[config.mk]
export PLATFORM = sky130hd
export DESIGN_NAME = sssm_port
export DESIGN_NICKNAME = d
export VERILOG_FILES = /design/src/rtl/sssm_pkg.sv /design/src/rtl/sssm_port.sv
export VERILOG_INCLUDE_DIRS = /design/src /design/src/rtl
export SDC_FILE = /design/constraint.sdc
export NUM_CORES = 1
export LEC_CHECK = 0
export BUFFER_PORTS_ARGS = -buffer_cell sky130_fd_sc_hd__buf_4
export CORE_MARGIN = 2
export CORE_UTILIZATION = 46
export CTS_BUF_LIST = sky130_fd_sc_hd__clkbuf_2
export DETAILED_ROUTE_END_ITERATION = 12
export PLACE_DENSITY_LB_ADDON = 0.12
export SETUP_SLACK_MARGIN = 0.05
export SYNTH_ARGS = -nofsm -noshare
export SYNTH_HDL_FRONTEND = slang
export SYNTH_SLANG_ARGS = --single-unit
[constraint.sdc]
create_clock -name clk -period 4.2 [get_ports clk]
set_input_delay 0.84 -clock clk [delete_from_list [all_inputs] [get_ports clk]]
set_output_delay 0.84 -clock clk [all_outputs]
set_load 0.02 [all_outputs]
[src/rtl/sssm_map.svh]
// register offsets, bit positions, mode codes and divider counts
`ifndef SSSM_MAP_SVH
`define SSSM_MAP_SVH
`define SSSM_ADDR_STATUS   2'h0
`define SSSM_ADDR_CONTROL  2'h1
`define SSSM_ADDR_BUFFER   2'h2
`define SSSM_ADDR_INTFLAG  2'h3
`define SSSM_STAT_SMP      7
`define SSSM_STAT_CKE      6
`define SSSM_STAT_BF       0
`define SSSM_CTL_WRITE_COLLISION_FLAG      7
`define SSSM_CTL_OVF       6
`define SSSM_CTL_EN        5
`define SSSM_CTL_CKP       4
`define SSSM_RESET_STATUS  8'h00
`define SSSM_RESET_CONTROL 8'h00
`define SSSM_MODE_DIV4     4'h0
`define SSSM_MODE_DIV16    4'h1
`define SSSM_MODE_DIV64    4'h2
`define SSSM_MODE_TMR      4'h3
`define SSSM_MODE_SLV_SS   4'h4
`define SSSM_MODE_SLV_FREE 4'h5
`define SSSM_MODE_DIV8     4'hA
`define SSSM_HALF_DIV4     5'h02
`define SSSM_HALF_DIV8     5'h04
`define SSSM_HALF_DIV16    5'h08
`define SSSM_HALF_DIV64    5'h20
`define SSSM_EDGES_BYTE    5'h10
`endif

[src/rtl/sssm_pkg.sv]
// types shared by the serial port block
package sssm_pkg;
  typedef enum logic [0:0] {
    SSSM_IDLE = 1'b0,
    SSSM_RUN  = 1'b1
  } sssm_state_type;
endpackage

[src/rtl/sssm_port.sv]
// spi mode of the synchronous serial port with register port
//
// How it works
// - eight bits out and in together per byte
// - full byte copied to buffer, interrupt set
// - buffer write loads buffer and shifter
// - most significant bit shifts first
// - sample phase picks end or middle sampling in master mode
// - clock edge bit picks output transition
// - polarity bit sets clock idle level
// - buffer full set when a byte completes, cleared on read
// - write while busy ignored, collision flagged
// - slave overrun flags overflow, drops byte
// - master never raises overflow
// - enable bit hands pins to port
// - master codes pick clock divider source
// - slave codes with or without select
// - other mode codes do nothing
// - master drives clock, slave receives it
// - shifter reachable only through buffer
// - status low bits read-only, all reset zero
// - stop bit cleared while disabled
// - high select floats output, clears counter
// - standard modes map to polarity and edge
`timescale 1ns/10ps
`include "sssm_map.svh"
module sssm_port (
  input  wire logic       clk,
  input  wire logic       rst_n,
  input  wire logic       clk_en,
  input  wire logic [1:0] reg_addr,
  input  wire logic [7:0] reg_wdata,
  input  wire logic       reg_wr,
  input  wire logic       reg_rd,
  output logic      [7:0] reg_rdata,
  input  wire logic       timer_tick,
  input  wire logic       sck_in,
  output logic            sck_out,
  output logic            sck_oe,
  input  wire logic       sdi_in,
  output logic            sdo_out,
  output logic            sdo_oe,
  input  wire logic       ss_n_in,
  output logic            pins_owned,
  output logic            port_interrupt_flag
);

  ////////////////////////////////////////////////////////////////////////
  // registers and state

  sssm_pkg::sssm_state_type state_r;
  logic [7:0] ctl_r;
  logic       smp_r;
  logic       cke_r;
  logic       bf_r;
  logic       pif_r;
  logic [7:0] buf_r;
  logic [7:0] tx_r;
  logic [7:0] rx_r;
  logic [7:0] rdata_r;
  logic [4:0] div_r;
  logic [4:0] edge_r;
  logic       sck_act_r;
  logic       sck_q_r;
  logic [2:0] bit_cnt_r;

  ////////////////////////////////////////////////////////////////////////
  // mode decode

  wire [3:0] mode    = ctl_r[3:0];
  wire       en      = ctl_r[`SSSM_CTL_EN];
  wire       cpol    = ctl_r[`SSSM_CTL_CKP];
  wire       m_div4  = mode == `SSSM_MODE_DIV4;
  wire       m_div16 = mode == `SSSM_MODE_DIV16;
  wire       m_div64 = mode == `SSSM_MODE_DIV64;
  wire       m_div8  = mode == `SSSM_MODE_DIV8;
  wire       m_tmr   = mode == `SSSM_MODE_TMR;
  wire       s_ss    = mode == `SSSM_MODE_SLV_SS;
  wire       s_free  = mode == `SSSM_MODE_SLV_FREE;
  // any other code leaves both roles off
  wire       is_master = en && (m_div4 || m_div16 || m_div64
                                || m_div8 || m_tmr);
  wire       is_slave  = en && (s_ss || s_free);
  wire       ss_off    = is_slave && s_ss && ss_n_in;
  wire       s_go      = is_slave && !ss_off;

  ////////////////////////////////////////////////////////////////////////
  // master bit clock

  wire [4:0] half_lim = m_div4  ? `SSSM_HALF_DIV4  - 5'h01 :
                        m_div8  ? `SSSM_HALF_DIV8  - 5'h01 :
                        m_div16 ? `SSSM_HALF_DIV16 - 5'h01 :
                                  `SSSM_HALF_DIV64 - 5'h01;
  // timer mode toggles once per tick, giving the tick rate over two
  wire       tick   = m_tmr ? timer_tick : (div_r == half_lim);
  wire       run    = state_r == sssm_pkg::SSSM_RUN;
  wire       m_edge = run && tick;
  wire [4:0] k      = edge_r + 5'h01;
  wire       last_k = k == `SSSM_EDGES_BYTE;
  // odd edges go idle to active; output edge parity follows the edge bit
  wire       out_par = k[0] == !cke_r;
  wire       m_shift = m_edge && out_par && !last_k
                       && (cke_r || k != 5'h01);
  wire       m_samp  = m_edge && (smp_r
                       ? ((out_par && k != 5'h01) || (last_k && !cke_r))
                       : !out_par);
  wire       m_done  = m_edge && last_k;

  ////////////////////////////////////////////////////////////////////////
  // slave clock edges

  // pins are synchronous, so the previous sample is enough for edges
  wire sck_chg = sck_in != sck_q_r;
  wire lead    = sck_chg && sck_in != cpol;
  wire trail   = sck_chg && sck_in == cpol;
  wire s_shift = s_go && (cke_r ? trail : lead)
                 && bit_cnt_r != 3'h0;
  // slave always samples on the other edge; sample phase must be clear
  wire s_samp  = s_go && (cke_r ? lead : trail);
  wire s_done  = s_samp && bit_cnt_r == 3'h7;

  ////////////////////////////////////////////////////////////////////////
  // transfer and register events

  wire       shift_any  = m_shift || s_shift;
  wire       samp_any   = m_samp || s_samp;
  wire       done_any   = m_done || s_done;
  wire [7:0] rx_shifted = {rx_r[6:0], sdi_in};
  // the last master sample can fall on the same edge that ends the byte
  wire [7:0] rx_byte    = samp_any ? rx_shifted : rx_r;
  wire       busy       = run || (s_go && bit_cnt_r != 3'h0);
  wire       wr_buf     = reg_wr && reg_addr == `SSSM_ADDR_BUFFER;
  wire       wr_ctl     = reg_wr && reg_addr == `SSSM_ADDR_CONTROL;
  wire       wr_stat    = reg_wr && reg_addr == `SSSM_ADDR_STATUS;
  wire       wr_intf    = reg_wr && reg_addr == `SSSM_ADDR_INTFLAG;
  wire       rd_buf     = reg_rd && reg_addr == `SSSM_ADDR_BUFFER;
  wire       collide    = wr_buf && busy;
  wire       load       = wr_buf && !busy;
  wire       overrun    = s_done && bf_r;
  wire       accept     = done_any && !overrun;
  wire       start      = load && is_master;

  // control byte: flags set by hardware win over a software clear
  wire       write_collision_flag_nxt = collide
                        || (wr_ctl ? reg_wdata[`SSSM_CTL_WRITE_COLLISION_FLAG]
                                   : ctl_r[`SSSM_CTL_WRITE_COLLISION_FLAG]);
  wire       ovf_nxt  = overrun
                        || (wr_ctl ? reg_wdata[`SSSM_CTL_OVF]
                                   : ctl_r[`SSSM_CTL_OVF]);
  wire [5:0] cfg_nxt  = wr_ctl ? reg_wdata[5:0] : ctl_r[5:0];
  wire [7:0] ctl_nxt  = {write_collision_flag_nxt, ovf_nxt, cfg_nxt};

  // stop bit and other link-only bits stay zero, so disabling clears them
  wire [7:0] status_rd = {smp_r, cke_r, 5'h00, bf_r};
  wire [7:0] rd_mux =
    reg_addr == `SSSM_ADDR_STATUS  ? status_rd :
    reg_addr == `SSSM_ADDR_CONTROL ? ctl_r :
    reg_addr == `SSSM_ADDR_BUFFER  ? buf_r :
                                     {7'h00, pif_r};

  ////////////////////////////////////////////////////////////////////////
  // register file

  always_ff @(posedge clk or negedge rst_n)
  begin
    if (!rst_n)
    begin
      ctl_r   <= `SSSM_RESET_CONTROL;
      smp_r   <= 1'b0;
      cke_r   <= 1'b0;
      bf_r    <= 1'b0;
      pif_r   <= 1'b0;
      buf_r   <= 8'h00;
      rdata_r <= 8'h00;
    end
    else if (clk_en)
    begin
      ctl_r <= ctl_nxt;
      if (wr_stat)
      begin
        smp_r <= reg_wdata[`SSSM_STAT_SMP];
        cke_r <= reg_wdata[`SSSM_STAT_CKE];
      end
      bf_r  <= accept || (bf_r && !rd_buf);
      pif_r <= accept || (pif_r && !(wr_intf && !reg_wdata[0]));
      if (load)
        buf_r <= reg_wdata;
      else if (accept)
        buf_r <= rx_byte;
      if (reg_rd)
        rdata_r <= rd_mux;
    end
  end

  ////////////////////////////////////////////////////////////////////////
  // shifter and sequencing

  always_ff @(posedge clk or negedge rst_n)
  begin
    if (!rst_n)
    begin
      state_r   <= sssm_pkg::SSSM_IDLE;
      tx_r      <= 8'h00;
      rx_r      <= 8'h00;
      div_r     <= 5'h00;
      edge_r    <= 5'h00;
      sck_act_r <= 1'b0;
      sck_q_r   <= 1'b0;
      bit_cnt_r <= 3'h0;
    end
    else if (clk_en)
    begin
      sck_q_r <= sck_in;
      if (load)
        tx_r <= reg_wdata;
      else if (shift_any)
        tx_r <= {tx_r[6:0], 1'b0};
      if (samp_any)
        rx_r <= rx_shifted;
      div_r <= (!run || tick) ? 5'h00 : div_r + 5'h01;
      unique case (state_r)
        sssm_pkg::SSSM_IDLE:
        begin
          edge_r    <= 5'h00;
          sck_act_r <= 1'b0;
          if (start)
            state_r <= sssm_pkg::SSSM_RUN;
        end
        sssm_pkg::SSSM_RUN:
        begin
          if (!is_master || m_done)
            state_r <= sssm_pkg::SSSM_IDLE;
          if (!is_master)
            sck_act_r <= 1'b0;
          else if (m_edge)
          begin
            edge_r    <= k;
            sck_act_r <= !sck_act_r;
          end
        end
      endcase
      if (!s_go)
        bit_cnt_r <= 3'h0;
      else if (s_samp)
        bit_cnt_r <= bit_cnt_r + 3'h1;
    end
  end

  ////////////////////////////////////////////////////////////////////////
  // pins

  assign sck_out    = cpol ^ sck_act_r;
  assign sck_oe     = is_master;
  assign sdo_out    = tx_r[7];
  assign sdo_oe     = is_master || s_go;
  assign pins_owned = en;
  assign reg_rdata  = rdata_r;
  assign port_interrupt_flag = pif_r;
endmodule

# After elaboration in Yosys (flattened, before gate mapping)
# Cells that the tools add are included.
[word_totals]
wordCells = 147
ff_bits = 60
inputBits = 19
[classes]
addsub = 3
reduce_logical = 76
bitwise_logic = 2
muxes = 29
eq_ne = 21
[ops]
columns = ["cell", "n"]
rows = [
  ["$mux 8", 8],
  ["$logic_and 1x1->1", 33],
  ["$mux 5", 6],
  ["$logic_or 1x1->1", 18],
  ["$reduce_and 2->1", 7],
  ["$logic_not 1->1", 12],
  ["$add 5x1->5 const B", 2],
  ["$mux 1", 10],
  ["$pmux 5 s2", 1],
  ["$eq 4x2->1 const B", 2],
  ["$eq 4x3->1 const B", 2],
  ["$mux 3", 2],
  ["$ne 2x1->1 const B", 3],
  ["$eq 5x5->1", 1],
  ["$eq 5x5->1 const B", 1],
  ["$ne 5x1->1 const B", 1],
  ["$eq 2x2->1 const B", 2],
  ["$eq 4x1->1 const B", 1],
  ["$eq 4x4->1 const B", 1],
  ["$logic_not 4->1", 1],
  ["$pmux 1 s2", 2],
  ["$reduce_bool 2->1", 2],
  ["$add 3x1->3 const B", 1],
  ["$eq 3x3->1 const B", 1],
  ["9 further kinds", 11],
]

# Depth between registers and ports, before layout
[depth]
depth_word = 14
depth_mapped = 9

# Worst setup path before layout
# No wires, ideal clock.
[synth_timing]
kind = "input to register"
start = "input port reg_addr[0]"
end = "register tx_r[0]"
arrival_ns = 2.500
n_path_buf = 3
setup_time_ns = 0.125
setup_slack_ns = 1.576
cell_stages = 9
path_cell_list = "clkbuf_1 > nor2b_1 > clkbuf_1 > nand3_1 > nand2b_2 > buf_2 > o21ai_1 > o21ai_2 > mux2_2"
[synth_between]
elab_chain_len = 5
[synth_rtl]
columns = ["element", "line_no", "rtl"]
rows = [
  ["from (decl)", "sssm_port.sv:31", "input wire logic [1:0] reg_addr,"],
  ["$eq 2x2->1 (no line) *", "n/a", ""],
  ["$logic_and 1x1->1 (no line) *", "n/a", ""],
  ["$logic_and 1x1->1 *", "sssm_port.sv:138", "wire load = wr_buf && !busy;"],
  ["$reduce_bool 2->1 (no line)", "n/a", ""],
  ["$reduce_and 2->1 (no line)", "n/a", ""],
  ["to (signal assigned)", "sssm_port.sv:215", "tx_r <= reg_wdata;"],
  ["to (signal assigned)", "sssm_port.sv:217", "tx_r <= {tx_r[6:0], 1'b0};"],
  ["to (decl)", "sssm_port.sv:58", "logic [7:0] tx_r;"],
]
# Mark *: on every way between the ends. The rest lies on a longest branch, timed or not.
# A chain may end at the register's enable or synchronous reset.

# Final worst setup path
[layout_timing]
start = "register edge_r[0]"
end = "register rx_r[1]"
[layout_between]
elab_chain_len = 8
[layout_rtl]
columns = ["element", "line_no", "rtl"]
rows = [
  ["from (decl)", "sssm_port.sv:62", "logic [4:0] edge_r;"],
  ["from (signal assigned)", "sssm_port.sv:237", "edge_r <= k;"],
  ["$add 5x1->5 *", "sssm_port.sv:98", "wire [4:0] k = edge_r + 5'h01;"],
  ["$ne 5x1->1 (tied with other cells)", "sssm_port.sv:105", "? ((out_par && k != 5'h01) || (last_k && !cke_r))"],
  ["$logic_and 1x1->1", "sssm_port.sv:105", ""],
  ["$logic_or 1x1->1", "sssm_port.sv:105", ""],
  ["$mux 1 *", "sssm_port.sv:105", ""],
  ["$logic_and 1x1->1 *", "sssm_port.sv:104", "wire m_samp = m_edge && (smp_r"],
  ["$logic_or 1x1->1 *", "sssm_port.sv:126", "wire samp_any = m_samp || s_samp;"],
  ["$mux 8 *", "n/a", ""],
  ["to (signal assigned)", "sssm_port.sv:219", "rx_r <= rx_shifted;"],
  ["to (decl)", "sssm_port.sv:59", "logic [7:0] rx_r;"],
]
# Marked as above.

==> qor.yml <==
final_max_slew_viol_count: 0
cts_hold_buf: 0
hold_viol: 0
netlist_instances: 321
port_buffers: 32
post_synth.cell_area_avg_um2: 10.5
clk_path_buf_depth: 2
io_pins: 33
overflow: 0
dp_hpwl_um: 5410
die-area_um2: 8060
regToRegStartpoint: "edge_r[0]$_DFFE_PN0P_"
antenna_found_initial: 0
async_reset_ff_frac: 1.00
clk_pin_slew_worst_paths_ns: 0.18
placed_cell_area_um2: 3660
crit_chain: "ha_1 > and2_1 > a21oi_1 > o31ai_1 > a311oi_2 > o21ai_0 > nand2_1 > mux2_2"
period_share: 0.679
path_max_fanout: 10
diodes: 0
max_freq_ghz: 0.351
via_per_inst: 5.48
core_um2: 7180
clk_latency_ns: 0.50
grt_max_degree: 61
final_area_um2: 3800
r2r_setup_slack_ns: 1.35
wl_per_cell_um: 16.3
wirelength_um: 7380
hold_ws_ns: 0.368
hold_class: "in -> async"
core.rowCount: 31
critPathRequiredTime_ns: 4.58
post-cts-setup-buffers: 0
synth.area.top_cells: "dfrtp_1 (44%), mux2_2 (8.3%), o21ai_0 (4.1%)"
crit_start: "edge_r[0]$_DFFE_PN0P_"
path_buf_inv: 0
drc: 0
grt_pass1_wl_um: 12500
endpoint_kind: "register"
grt_pass1_vias: 2480
powerDensity_nw_per_um2: 368
rsz0062_at_grt: "no"
fin_worst_skew_ns: 0.0315
globalRouteTotalUtil: 0.195
first_pass_iters: 4
period_needed_ns: 2.85
critPathCapture: "rx_r[1]$_DFFE_PN0P_"
yosys_most_used_dff: "dfrtp_1"
cp_slowest_cell: "dfrtp_1"
yosysSeqAreaShare: 0.444
status: "completed"
gp_routability_congestion: 0.821
r2r_end: "rx_r[1]$_DFFE_PN0P_"
cts_htree_levels: 3
via_count: 2489
clock-root-buffer: "clkbuf_2"
crit_type: "reg -> reg"
synth_seq_cells: 60
max_cap_violations: 0
nets: 376
tritoncts: "done"
p_leak_nw: 1.81
yosysTopAreaCell: "dfrtp_1"
drtAntennaViolNets: 0
synth_edf_count: 0
netlist.area_leader.share: 0.444
cts_resized: 0
crit_family: "compound AO/OA/AOI/OAI gates"
synth_nets: 347
tightest_slew_ns: 0.744
final_layout_size_suffix_gt1_frac: 0.262
die_h_um: 89.8
cpPeakStageDelay_ns: 0.53
ir_worst_vdd_v: 0.000183
cts_sinks: 60
arrival_ns: 3.23
synthTopCellsByCount: "dfrtp_1 (60), nand2_1 (34), o21ai_0 (28)"
die_w_um: 89.8
relSlewSlack: 0.504
synthesis.area_um2: 3380
startpoint_type: "register"
drt_iter0_drc: 93
tns_ns: 0
cp_num_cells: 8
synth.most_common_cell: "dfrtp_1"
r2r_cells: 8
setup_viol: 0
syn_to_final_growth_pct: 12.4
start_util: 0.471
yosysWarningCount: 0
cts_inserted_buffers: 9
yosysUniqueCellTypes: 57
## routing by layer
metal  part of all wire  track usage
met1               0.50        0.273
met2               0.45        0.298
met3              0.034       0.0369
met4              0.013       0.0808
met5                  0            0
## final cells by class
| cell class | instances | area [um^2] |
|---|---|---|
| timing repair buffer | 32 | 240 |
| clock buffer | 10 | 50.0 |
| tap | 99 | 124 |
| clock inverter | 6 | 88.8 |
| fill | 660 | 3370 |
| sequential | 60 | 1500 |
| multi-input combinational | 233 | 1740 |
| inverter | 14 | 52.6 |
## how the worst min path moves through the flow
stage / to / slack (ns) / cells past startpoint
after CTS: reg_rdata[3]$_DFFE_PN0P_ / 0.40 / 1
after global placement: reg_rdata[3]$_DFFE_PN0P_ / 0.47 / 2
after floorplan: tx_r[4]$_DFFE_PN0P_ / 0.46 / 1
final: sck_q_r$_DFFE_PN0P_ / 0.37 / 1
after detailed placement: reg_rdata[4]$_DFFE_PN0P_ / 0.47 / 2
after global routing: sck_q_r$_DFFE_PN0P_ / 0.42 / 1
## registers in the layout (all words and copies together) (netlist names)
register and count:
bf_r 1, bit_cnt_r 3, buf_r 8, cke_r 1, ctl_r 8, div_r 5
edge_r 5, port_interrupt_flag 1, reg_rdata 8, run 1, rx_r 8, sck_act_r 1
sck_q_r 1, smp_r 1, tx_r 8
## cell families after synthesis
logic type,after synthesis,synth area share
buf+inv,28,0.0407
xor+xnor,4,0.0104
mux,40,0.143
compound gates,90,0.192
fa+ha+maj,7,0.0259
flops,60,0.444
simple gates,92,0.143
## power breakdown
part / internal (mW) / switching (mW)
logic: 0.136 / 0.135
registers: 0.634 / 0.0741
clock network: 0.199 / 0.222
## through the flow
stage	power [mW]	util	worst slack [ns]	instances
2_1_floorplan	0.888	-	1.58	321
3_3_place_gp	0.989	0.510	1.26	438
3_5_place_dp	0.993	0.510	1.14	438
4_1_cts	1.41	0.530	1.34	454
5_1_grt	1.48	0.530	1.18	454
6_report	1.40	0.530	1.35	454
## cell usage in the layout (no fill, tap or decap), types with 8 or more instances in the layout
cell type,n
mux2_4,8
a221o_1,8
dfrtp_1,60
clkbuf_2,10
a21o_1,9
mux2_2,25
and2_1,9
o21ai_0,28
inv_1,14
nand3_1,11
nand2_1,34
buf_4,32
a21oi_1,11
No activity file was read; power rests on OpenSTA's default activity.
